File: src/hw/sig_pkg.sv
// package: constants for the safety interlock output gate
package sig_pkg;
  // register word addresses
  localparam logic [3:0] ADDR_CTRL = 4'h0;
  localparam logic [3:0] ADDR_STATUS = 4'h1;
  localparam logic [3:0] ADDR_IRQ_STAT = 4'h2;
  localparam logic [3:0] ADDR_IRQ_EN = 4'h3;
  localparam logic [3:0] ADDR_IRQ_CLR = 4'h4;
  localparam logic [3:0] ADDR_TRIP = 4'h5;
  localparam logic [3:0] ADDR_PULSE = 4'h6;
  // control fields
  localparam int CTRL_ON_REQ = 0;
  localparam int CTRL_OFF_REQ = 1;
  localparam int CTRL_PULSE_GO = 2;
  // status fields
  localparam int ST_OUT_ON = 0;
  localparam int ST_LOOP_OK = 1;
  localparam int ST_KEY_OK = 2;
  localparam int ST_TRIP = 3;
  localparam int ST_LAMP_GREEN = 4;
  localparam int ST_PULSE_BUSY = 5;
  // interrupt event bits
  localparam int IRQ_W = 4;
  localparam int EV_TRIP = 0;
  localparam int EV_OUT_ON = 1;
  localparam int EV_OUT_OFF = 2;
  localparam int EV_REFUSED = 3;
  localparam logic [IRQ_W-1:0] IRQ_RESET = 4'h0;
  // pulse timing
  localparam int PULSE_W = 16;
  localparam logic [PULSE_W-1:0] PULSE_WIDTH_RESET = 16'h0032;
  // fixed latency of the sync strobe ahead of the current pulse, given in ns and rounded up to cycles
  localparam int SYNC_LEAD_NS = 40;
  localparam int CLK_PERIOD_NS = 20;
  localparam int SYNC_LEAD_CYC = (SYNC_LEAD_NS + CLK_PERIOD_NS - 1) / CLK_PERIOD_NS;
  localparam int LEAD_W = 3;
  // lamp colour codes
  typedef enum logic [1:0] {
    SIG_LAMP_OFF,
    SIG_LAMP_BLUE,
    SIG_LAMP_GREEN
  } sig_lamp_e;
endpackage : sig_pkg

File: src/hw/sig_pulse_if.sv
// interface: pulse request and strobe carrier between the gate and the pulse timer
interface sig_pulse_if;
  logic go;
  logic enable;
  logic [sig_pkg::PULSE_W-1:0] width;
  logic current;
  logic sync;
  logic busy;
  modport gate (output go, output enable, output width, input current, input sync, input busy);
  modport timer (input go, input enable, input width, output current, output sync, output busy);
endinterface : sig_pulse_if

File: src/hw/sig_irq.sv
// module: sticky interrupt status with enable and write-to-clear
module sig_irq (
  // clock and reset
  input wire logic i_clk,
  input wire logic i_sys_rst,
  // events and software access
  input wire logic [sig_pkg::IRQ_W-1:0] i_event,
  input wire logic [sig_pkg::IRQ_W-1:0] i_clear,
  input wire logic [sig_pkg::IRQ_W-1:0] i_enable,
  // results
  output logic [sig_pkg::IRQ_W-1:0] o_status,
  output logic o_irq
);
  typedef struct packed {
    logic [sig_pkg::IRQ_W-1:0] status;
  } sig_irq_s;

  sig_irq_s st;
  sig_irq_s next_st;

  always_comb begin
    next_st = st;
    // a new event wins over a clear in the same cycle
    next_st.status = (st.status & ~i_clear) | i_event;
  end

  always_ff @(posedge i_clk or posedge i_sys_rst) begin
    if (i_sys_rst) begin
      st <= '{status: sig_pkg::IRQ_RESET};
    end else begin
      st <= next_st;
    end
  end

  assign o_status = st.status;
  assign o_irq = |(st.status & i_enable);
endmodule : sig_irq

File: src/hw/sig_pulse_timer.sv
// module: laser current pulse timer with an early sync strobe of matching width for widths of 3 or more
module sig_pulse_timer (
  // clock and reset
  input wire logic i_clk,
  input wire logic i_sys_rst,
  // pulse port
  sig_pulse_if.timer pif
);
  typedef enum logic [1:0] {
    SIG_PT_IDLE,
    SIG_PT_LEAD,
    SIG_PT_PULSE,
    SIG_PT_TAIL
  } sig_pt_e;

  typedef struct packed {
    sig_pt_e state;
    logic [sig_pkg::PULSE_W-1:0] cnt;
    logic [sig_pkg::LEAD_W-1:0] lead;
    logic sync;
    logic current;
  } sig_pt_s;

  sig_pt_s st;
  sig_pt_s next_st;

  always_comb begin
    next_st = st;
    case (st.state)
      SIG_PT_IDLE: begin
        if (pif.go && pif.enable && pif.width != '0) begin
          next_st.state = SIG_PT_LEAD;
          next_st.sync = 1'b1;
          next_st.cnt = pif.width;
          next_st.lead = sig_pkg::LEAD_W'(sig_pkg::SYNC_LEAD_CYC);
        end
      end
      // sync rises first; current follows after the fixed lead
      SIG_PT_LEAD: begin
        next_st.lead = st.lead - 1'b1;
        if (st.lead == 1) begin
          next_st.state = SIG_PT_PULSE;
          next_st.current = 1'b1;
        end
      end
      // sync falls the same lead ahead of the current, so widths match for widths of 3 or more
      SIG_PT_PULSE: begin
        next_st.cnt = st.cnt - 1'b1;
        if (st.cnt == 16'(sig_pkg::SYNC_LEAD_CYC) + 16'h0001) begin
          next_st.sync = 1'b0;
        end
        if (st.cnt == 16'h0001) begin
          next_st.state = SIG_PT_IDLE;
          next_st.current = 1'b0;
          next_st.sync = 1'b0;
        end
      end
      SIG_PT_TAIL: begin
        next_st.state = SIG_PT_IDLE;
      end
      default: begin
        next_st.state = SIG_PT_IDLE;
      end
    endcase
    // an interlock drop kills the pulse at once
    if (!pif.enable) begin
      next_st.state = SIG_PT_IDLE;
      next_st.current = 1'b0;
      next_st.sync = 1'b0;
    end
  end

  always_ff @(posedge i_clk or posedge i_sys_rst) begin
    if (i_sys_rst) begin
      st <= '{state: SIG_PT_IDLE, cnt: '0, lead: '0, sync: 1'b0, current: 1'b0};
    end else begin
      st <= next_st;
    end
  end

  assign pif.current = st.current;
  assign pif.sync = st.sync;
  assign pif.busy = (st.state != SIG_PT_IDLE);
endmodule : sig_pulse_timer

File: src/hw/sig_gate.sv
// module: safety interlock output gate, top level
module sig_gate (
  // clock and reset
  input wire logic i_clk,
  input wire logic i_sys_rst,
  // interlock inputs, high when closed
  input wire logic i_loop_closed,
  input wire logic i_key_enabled,
  // operator toggle button, one-cycle press pulse
  input wire logic i_toggle_press,
  // register port
  input wire logic [3:0] i_addr,
  input wire logic [31:0] i_wdata,
  input wire logic i_wr,
  input wire logic i_rd,
  output logic [31:0] o_rdata,
  // source outputs
  output logic [2:0] o_source_en,
  output logic o_current_pulse,
  output logic o_pulse_sync,
  // lamps
  output sig_pkg::sig_lamp_e o_safety_lamp,
  output sig_pkg::sig_lamp_e o_armed_lamp,
  output sig_pkg::sig_lamp_e o_output_lamp,
  // status
  output logic o_trip,
  output logic o_irq
);
  typedef struct packed {
    logic out_on;
    logic trip_d;
    logic [sig_pkg::IRQ_W-1:0] irq_en;
    logic [sig_pkg::PULSE_W-1:0] width;
    logic [31:0] rdata;
  } sig_gate_s;

  sig_gate_s st;
  sig_gate_s next_st;

  sig_pulse_if pif ();

  logic permit;
  logic trip;
  logic on_req;
  logic off_req;
  logic [sig_pkg::IRQ_W-1:0] events;
  logic [sig_pkg::IRQ_W-1:0] irq_clear;
  logic [sig_pkg::IRQ_W-1:0] irq_status;
  logic [31:0] status_word;

  // both interlocks must be closed, checked every cycle
  assign permit = i_loop_closed && i_key_enabled;
  assign trip = !permit;

  assign on_req = (i_wr && i_addr == sig_pkg::ADDR_CTRL && i_wdata[sig_pkg::CTRL_ON_REQ])
                  || (i_toggle_press && !st.out_on);
  assign off_req = (i_wr && i_addr == sig_pkg::ADDR_CTRL && i_wdata[sig_pkg::CTRL_OFF_REQ])
                   || (i_toggle_press && st.out_on);

  assign irq_clear = (i_wr && i_addr == sig_pkg::ADDR_IRQ_CLR)
                     ? i_wdata[sig_pkg::IRQ_W-1:0] : '0;

  always_comb begin
    status_word = '0;
    status_word[sig_pkg::ST_OUT_ON] = st.out_on;
    status_word[sig_pkg::ST_LOOP_OK] = i_loop_closed;
    status_word[sig_pkg::ST_KEY_OK] = i_key_enabled;
    status_word[sig_pkg::ST_TRIP] = trip;
    status_word[sig_pkg::ST_LAMP_GREEN] = permit;
    status_word[sig_pkg::ST_PULSE_BUSY] = pif.busy;
  end

  always_comb begin
    events = '0;
    events[sig_pkg::EV_TRIP] = trip && !st.trip_d;
    events[sig_pkg::EV_OUT_ON] = !st.out_on && next_st.out_on;
    events[sig_pkg::EV_OUT_OFF] = st.out_on && !next_st.out_on;
    events[sig_pkg::EV_REFUSED] = on_req && !permit && !st.out_on;
  end

  always_comb begin
    next_st = st;
    next_st.trip_d = trip;
    // output state: turn-on only with permit, drop at once on trip
    if (!permit) begin
      next_st.out_on = 1'b0;
    end else if (off_req) begin
      next_st.out_on = 1'b0;
    end else if (on_req) begin
      next_st.out_on = 1'b1;
    end
    if (i_wr && i_addr == sig_pkg::ADDR_IRQ_EN) begin
      next_st.irq_en = i_wdata[sig_pkg::IRQ_W-1:0];
    end
    if (i_wr && i_addr == sig_pkg::ADDR_PULSE) begin
      next_st.width = i_wdata[sig_pkg::PULSE_W-1:0];
    end
    next_st.rdata = '0;
    if (i_rd) begin
      case (i_addr)
        sig_pkg::ADDR_STATUS: next_st.rdata = status_word;
        sig_pkg::ADDR_IRQ_STAT: next_st.rdata = {28'h000_0000, irq_status};
        sig_pkg::ADDR_IRQ_EN: next_st.rdata = {28'h000_0000, st.irq_en};
        sig_pkg::ADDR_TRIP: next_st.rdata = {31'h0000_0000, trip};
        sig_pkg::ADDR_PULSE: next_st.rdata = {16'h0000, st.width};
        default: next_st.rdata = '0;
      endcase
    end
  end

  always_ff @(posedge i_clk or posedge i_sys_rst) begin
    if (i_sys_rst) begin
      st <= '{out_on: 1'b0, trip_d: 1'b0, irq_en: sig_pkg::IRQ_RESET,
              width: sig_pkg::PULSE_WIDTH_RESET, rdata: 32'h0000_0000};
    end else begin
      st <= next_st;
    end
  end

  // pulses are launched by software only while outputs are on and permitted
  assign pif.go = i_wr && i_addr == sig_pkg::ADDR_CTRL && i_wdata[sig_pkg::CTRL_PULSE_GO];
  assign pif.enable = st.out_on && permit;
  assign pif.width = st.width;

  sig_pulse_timer u_timer (
    .i_clk(i_clk),
    .i_sys_rst(i_sys_rst),
    .pif(pif.timer)
  );

  sig_irq u_irq (
    .i_clk(i_clk),
    .i_sys_rst(i_sys_rst),
    .i_event(events),
    .i_clear(irq_clear),
    .i_enable(st.irq_en),
    .o_status(irq_status),
    .o_irq(o_irq)
  );

  // outputs gated combinationally too, so an open loop cuts them in the same cycle
  assign o_source_en = {3{st.out_on && permit}};
  assign o_current_pulse = pif.current && permit;
  assign o_pulse_sync = pif.sync && permit;
  assign o_safety_lamp = permit ? sig_pkg::SIG_LAMP_GREEN : sig_pkg::SIG_LAMP_BLUE;
  assign o_armed_lamp = (st.out_on && permit) ? sig_pkg::SIG_LAMP_BLUE
                        : sig_pkg::SIG_LAMP_OFF;
  assign o_output_lamp = (st.out_on && permit) ? sig_pkg::SIG_LAMP_BLUE
                         : sig_pkg::SIG_LAMP_OFF;
  assign o_trip = trip;
  assign o_rdata = st.rdata;
endmodule : sig_gate

File: config.mk
export PLATFORM = sky130hd
export DESIGN_NAME = sig_gate
export DESIGN_NICKNAME = d
export VERILOG_FILES = /design/src/hw/sig_pkg.sv /design/src/hw/sig_pulse_if.sv /design/src/hw/sig_irq.sv /design/src/hw/sig_pulse_timer.sv /design/src/hw/sig_gate.sv
export SDC_FILE = /design/constraint.sdc
export NUM_CORES = 1
export LEC_CHECK = 0
export BUFFER_PORTS_ARGS = -buffer_cell sky130_fd_sc_hd__buf_2
export CORE_MARGIN = 2
export CORE_UTILIZATION = 40
export DETAILED_ROUTE_END_ITERATION = 8
export PLACE_DENSITY = 0.64
export SYNTH_ARGS = -nofsm -noshare
export SYNTH_HDL_FRONTEND = slang
export SYNTH_SLANG_ARGS = --single-unit
File: constraint.sdc
create_clock -name i_clk -period 3.7 [get_ports i_clk]
set_clock_uncertainty 0.15 [all_clocks]
set_input_delay 0.185 -clock i_clk [delete_from_list [all_inputs] [get_ports i_clk]]
set_output_delay 0.185 -clock i_clk [all_outputs]
set_load 0.02 [all_outputs]
==> summary.txt <==
Setup path
  • Crit path max-delay family: simple AND/OR/NAND/NOR gates
  • Crit end category: register
  • CP required: 3.79 ns
  • CP Max Fanout: 18
  • Critical-path cell list: nor4b_1 -> nand4_1 -> nor2_1 -> xnor2_1 -> a221oi_1
  • Startpoint types: register
  • Buf/Inv on CP: 0
  • Crit path DAT: 2.47 ns
  • Setup Crit Path Kind: reg2reg
  • Slowest stage delay, CP: 0.68 ns
  • Crit-path slowest cell: nor4b_1

Synthesis
  • Asr flop ratio synth: 100%
  • EDFF count, synth: 0
  • Post-synthesis register bit count: 65
  • Mapped cell area: 0.00360 mm2
  • Dominant cells by area after synthesis: dfrtp_1, buf_4, mux2_2
  • Main synth FF type: dfrtp_1
  • Share of the yosys chip area belonging to registers: 45.2%
  • Mean Syn Cell Area: 10.1 um2
  • Area leader, netlist: dfrtp_1
  • Area share of the largest cell type after synthesis: 43.1%
  • Synth warn: 0
  • Synth Instances: 356
  • Synth cell types: 59

Pwr
  • Pwr dens: 396 mW/mm2
  • Leakage: 1.90 nW
  • Highest ir drop seen on vdd: 0.215 mV
  • Final Power: 1.60 mW

Cells and area
  • Fill cells: 817
  • Final #Nets: 446
  • Layout overhead on the synthesized area: 11.9%
  • Post-route non-filler standard cell count: 511
  • Layout cell share with drive strength beyond 1: 26.6%
  • Multi-input gate area: 0.00160 mm2
  • FF+latch area: 0.00163 mm2
  • Final Util: 46.2%
  • Diode count: 0

STA
  • # setup viols final: 0
  • Least-Margin Pin Slew: 0.841 ns
  • Final hold vios: 0
  • Rel. slew slack: 43.9%
  • Slew Viols, Final: 0
  • Fmax: 422 MHz
  • Hold_ws: 0.0389 ns
  • RSZ-0062 raised after global routing: no
  • Crit path time final: 2.37 ns
  • Setup TNS: 0 ns
  • Final Cycle Share: 64.1%

Clock tree
  • Worst skew pair latency: 0.34 ns
  • CTS H-tree lvls: 3
  • CTS root buf: clkbuf_8
  • Clk sinks: 65
  • Total setup buffers inserted after CTS: 0
  • CTS tree: yes
  • Clock transition at the registers of the reported paths: 0.08 ns
  • Num CTS Buffers: 9
  • CTS Buffer Depth: 2

Detailed routing
  • Via count: 2789
  • DRC Markers: 0
  • Via-per-instance ratio: 5.46
  • Detailed Route Iter0 Violations: 157
  • Drt wl/cell: 16.0 um
  • Antenna-violating nets left: 0
  • WL final: 8180 um
  • 1st-pass router iterations: 4

GRT
  • Largest net degree at the start of global routing: 43
  • Total GRT Usage: 17.3%
  • First-pass GRT wire length: 13500 um
  • Initial antenna violation count: 0
  • Total gr overflow: 0
  • Vias in the first global route: 2694

Placed design
  • DP HPWL: 5780 um
  • Placer congestion estimate: 0.883
  • I/O Buffers: 53
  • DP Cell Count: 478

Floorplanning
  • Rows: 34
  • DIE WIDTH: 98.9 um
  • Die area: 0.00978 mm2
  • CORE AREA: 0.00872 mm2
  • DIE HEIGHT: 98.9 um
  • # IOs: 88
  • Starting Density: 41.3%

Run status
  • Outcome: completed

Worst hold path
  • Hold Crit Class: in2reg

Job
  • Max Cap Violations: 0
[cell families after synthesis]
kind of cell | count (synthesis) | synth area share (%)
other cells | 1 | 0.104
simple gates | 115 | 18.1
fa+ha+maj | 5 | 1.74
compound gates | 72 | 14.3
mux | 26 | 7.99
flops | 65 | 45.2
buf+inv | 71 | 12.3
xor+xnor | 1 | 0.243
[stage by stage]
step,setup WS [ns],instance area (um2)
global route,1.15,4030
CTS,1.35,4020
global placement,1.37,3690
finish,1.33,4030
floorplan,1.67,3670
detailed placement,1.39,3690
[worst paths after layout]
kind,end,cells after the start,slack (ns),startpoint
worst min-delay path,u_irq.o_status[2]$_DFF_PP0_,3,0.04,i_toggle_press
worst min register to register,u_irq.o_status[0]$_DFF_PP0_,1,0.27,st[52]$_DFF_PP0_
min in group asynchronous,o_rdata[6]$_DFF_PP0_,3,0.41,i_sys_rst
worst max-delay path,u_timer.st[16]$_DFFE_PP0P_,5,1.33,u_timer.st[21]$_DFFE_PP0P_
worst max register to register,u_timer.st[16]$_DFFE_PP0P_,5,1.33,u_timer.st[21]$_DFFE_PP0P_
max in group asynchronous,pif.width[4]$_DFFE_PP1P_,4,2.11,i_sys_rst
[layer usage]
metal | vias to the layer above | part of all wire, % | global-route usage (%)
li1 | 1321 | - | -
met1 | 1366 | 46 | 23.1
met2 | 96 | 48 | 28.0
met3 | 6 | 5.7 | 5.11
met4 | 0 | 0.64 | 3.58
met5 | - | 0 | 0
[where the power goes]
part           switching (mW)  leakage [nW]  total (mW)  internal (mW)
Clock                   0.294        0.0866       0.539          0.245
Sequential             0.0716         0.803       0.850          0.779
Combinational           0.106          1.01       0.205         0.0996
Total                   0.471          1.90        1.60           1.12
[area by class of cell]
cell class                      instances  area share (%)
Timing Repair Buffer                   72            11.2
Clock inverter                          6            1.09
Tap cell                              108            3.35
Clock buffer                           10            3.17
Sequential cell                        65            40.4
Multi-Input combinational cell        237            39.6
Inverter                               13            1.21
[flip-flops by register name, indices dropped and copies added, names as in the netlist]
name	count
u_timer.pif.current	1
u_timer.st	21
u_irq.o_status	4
o_rdata	16
u_timer.pif.sync	1
st	6
pif.width	16
[tightest hold or removal path, cell delays in order]
cell      delay [ns]
buf_2           0.10
nand2b_1        0.11
a22o_1          0.11
[synthesized netlist by cell type, types with 3 or more instances]
| master | n |
|---|---|
| dfrtp_1 | 62 |
| buf_4 | 41 |
| nor2_1 | 23 |
| mux2_2 | 22 |
| nand2_1 | 22 |
| a21oi_1 | 16 |
| and3_1 | 15 |
| inv_1 | 12 |
| nand3_1 | 12 |
| clkbuf_1 | 10 |
| o21ai_0 | 10 |
| a211oi_1 | 6 |
| nor3_1 | 6 |
| nor4_1 | 6 |
| a22oi_1 | 5 |
| buf_2 | 5 |
| ha_1 | 5 |
| mux2i_1 | 4 |
| nor2b_1 | 4 |
| o31ai_1 | 4 |
| a22o_1 | 3 |
| a31oi_1 | 3 |
| and4_1 | 3 |
| dfstp_2 | 3 |
| nand4_1 | 3 |
| o221a_2 | 3 |
| o311ai_0 | 3 |
[what timing repair did]
action                                 CTS  global route
hold buffers                            16             1
resized for setup                        0             0
endpoints found under the hold margin   58             1
[placed cells by master, fill, tap and decap left out, types with 3 or more instances in the layout]
cell type	instances
nor2_1	23
buf_2	53
a22o_1	3
o221a_2	3
dfstp_2	3
a22oi_1	5
mux2i_1	4
inv_1	11
a31oi_1	3
nand3_1	12
a211oi_1	6
dfrtp_1	62
a21oi_1	16
nor4_1	6
and4_1	3
mux2_2	22
and3_1	15
nor2b_1	4
o311ai_0	3
nand4_1	3
clkbuf_8	9
nand2_1	22
dlygate4sd3_1	17
nor3_1	6
conb_1	18
o21ai_0	10
o31ai_1	4
ha_1	5
(Power assumes the default switching activity.)
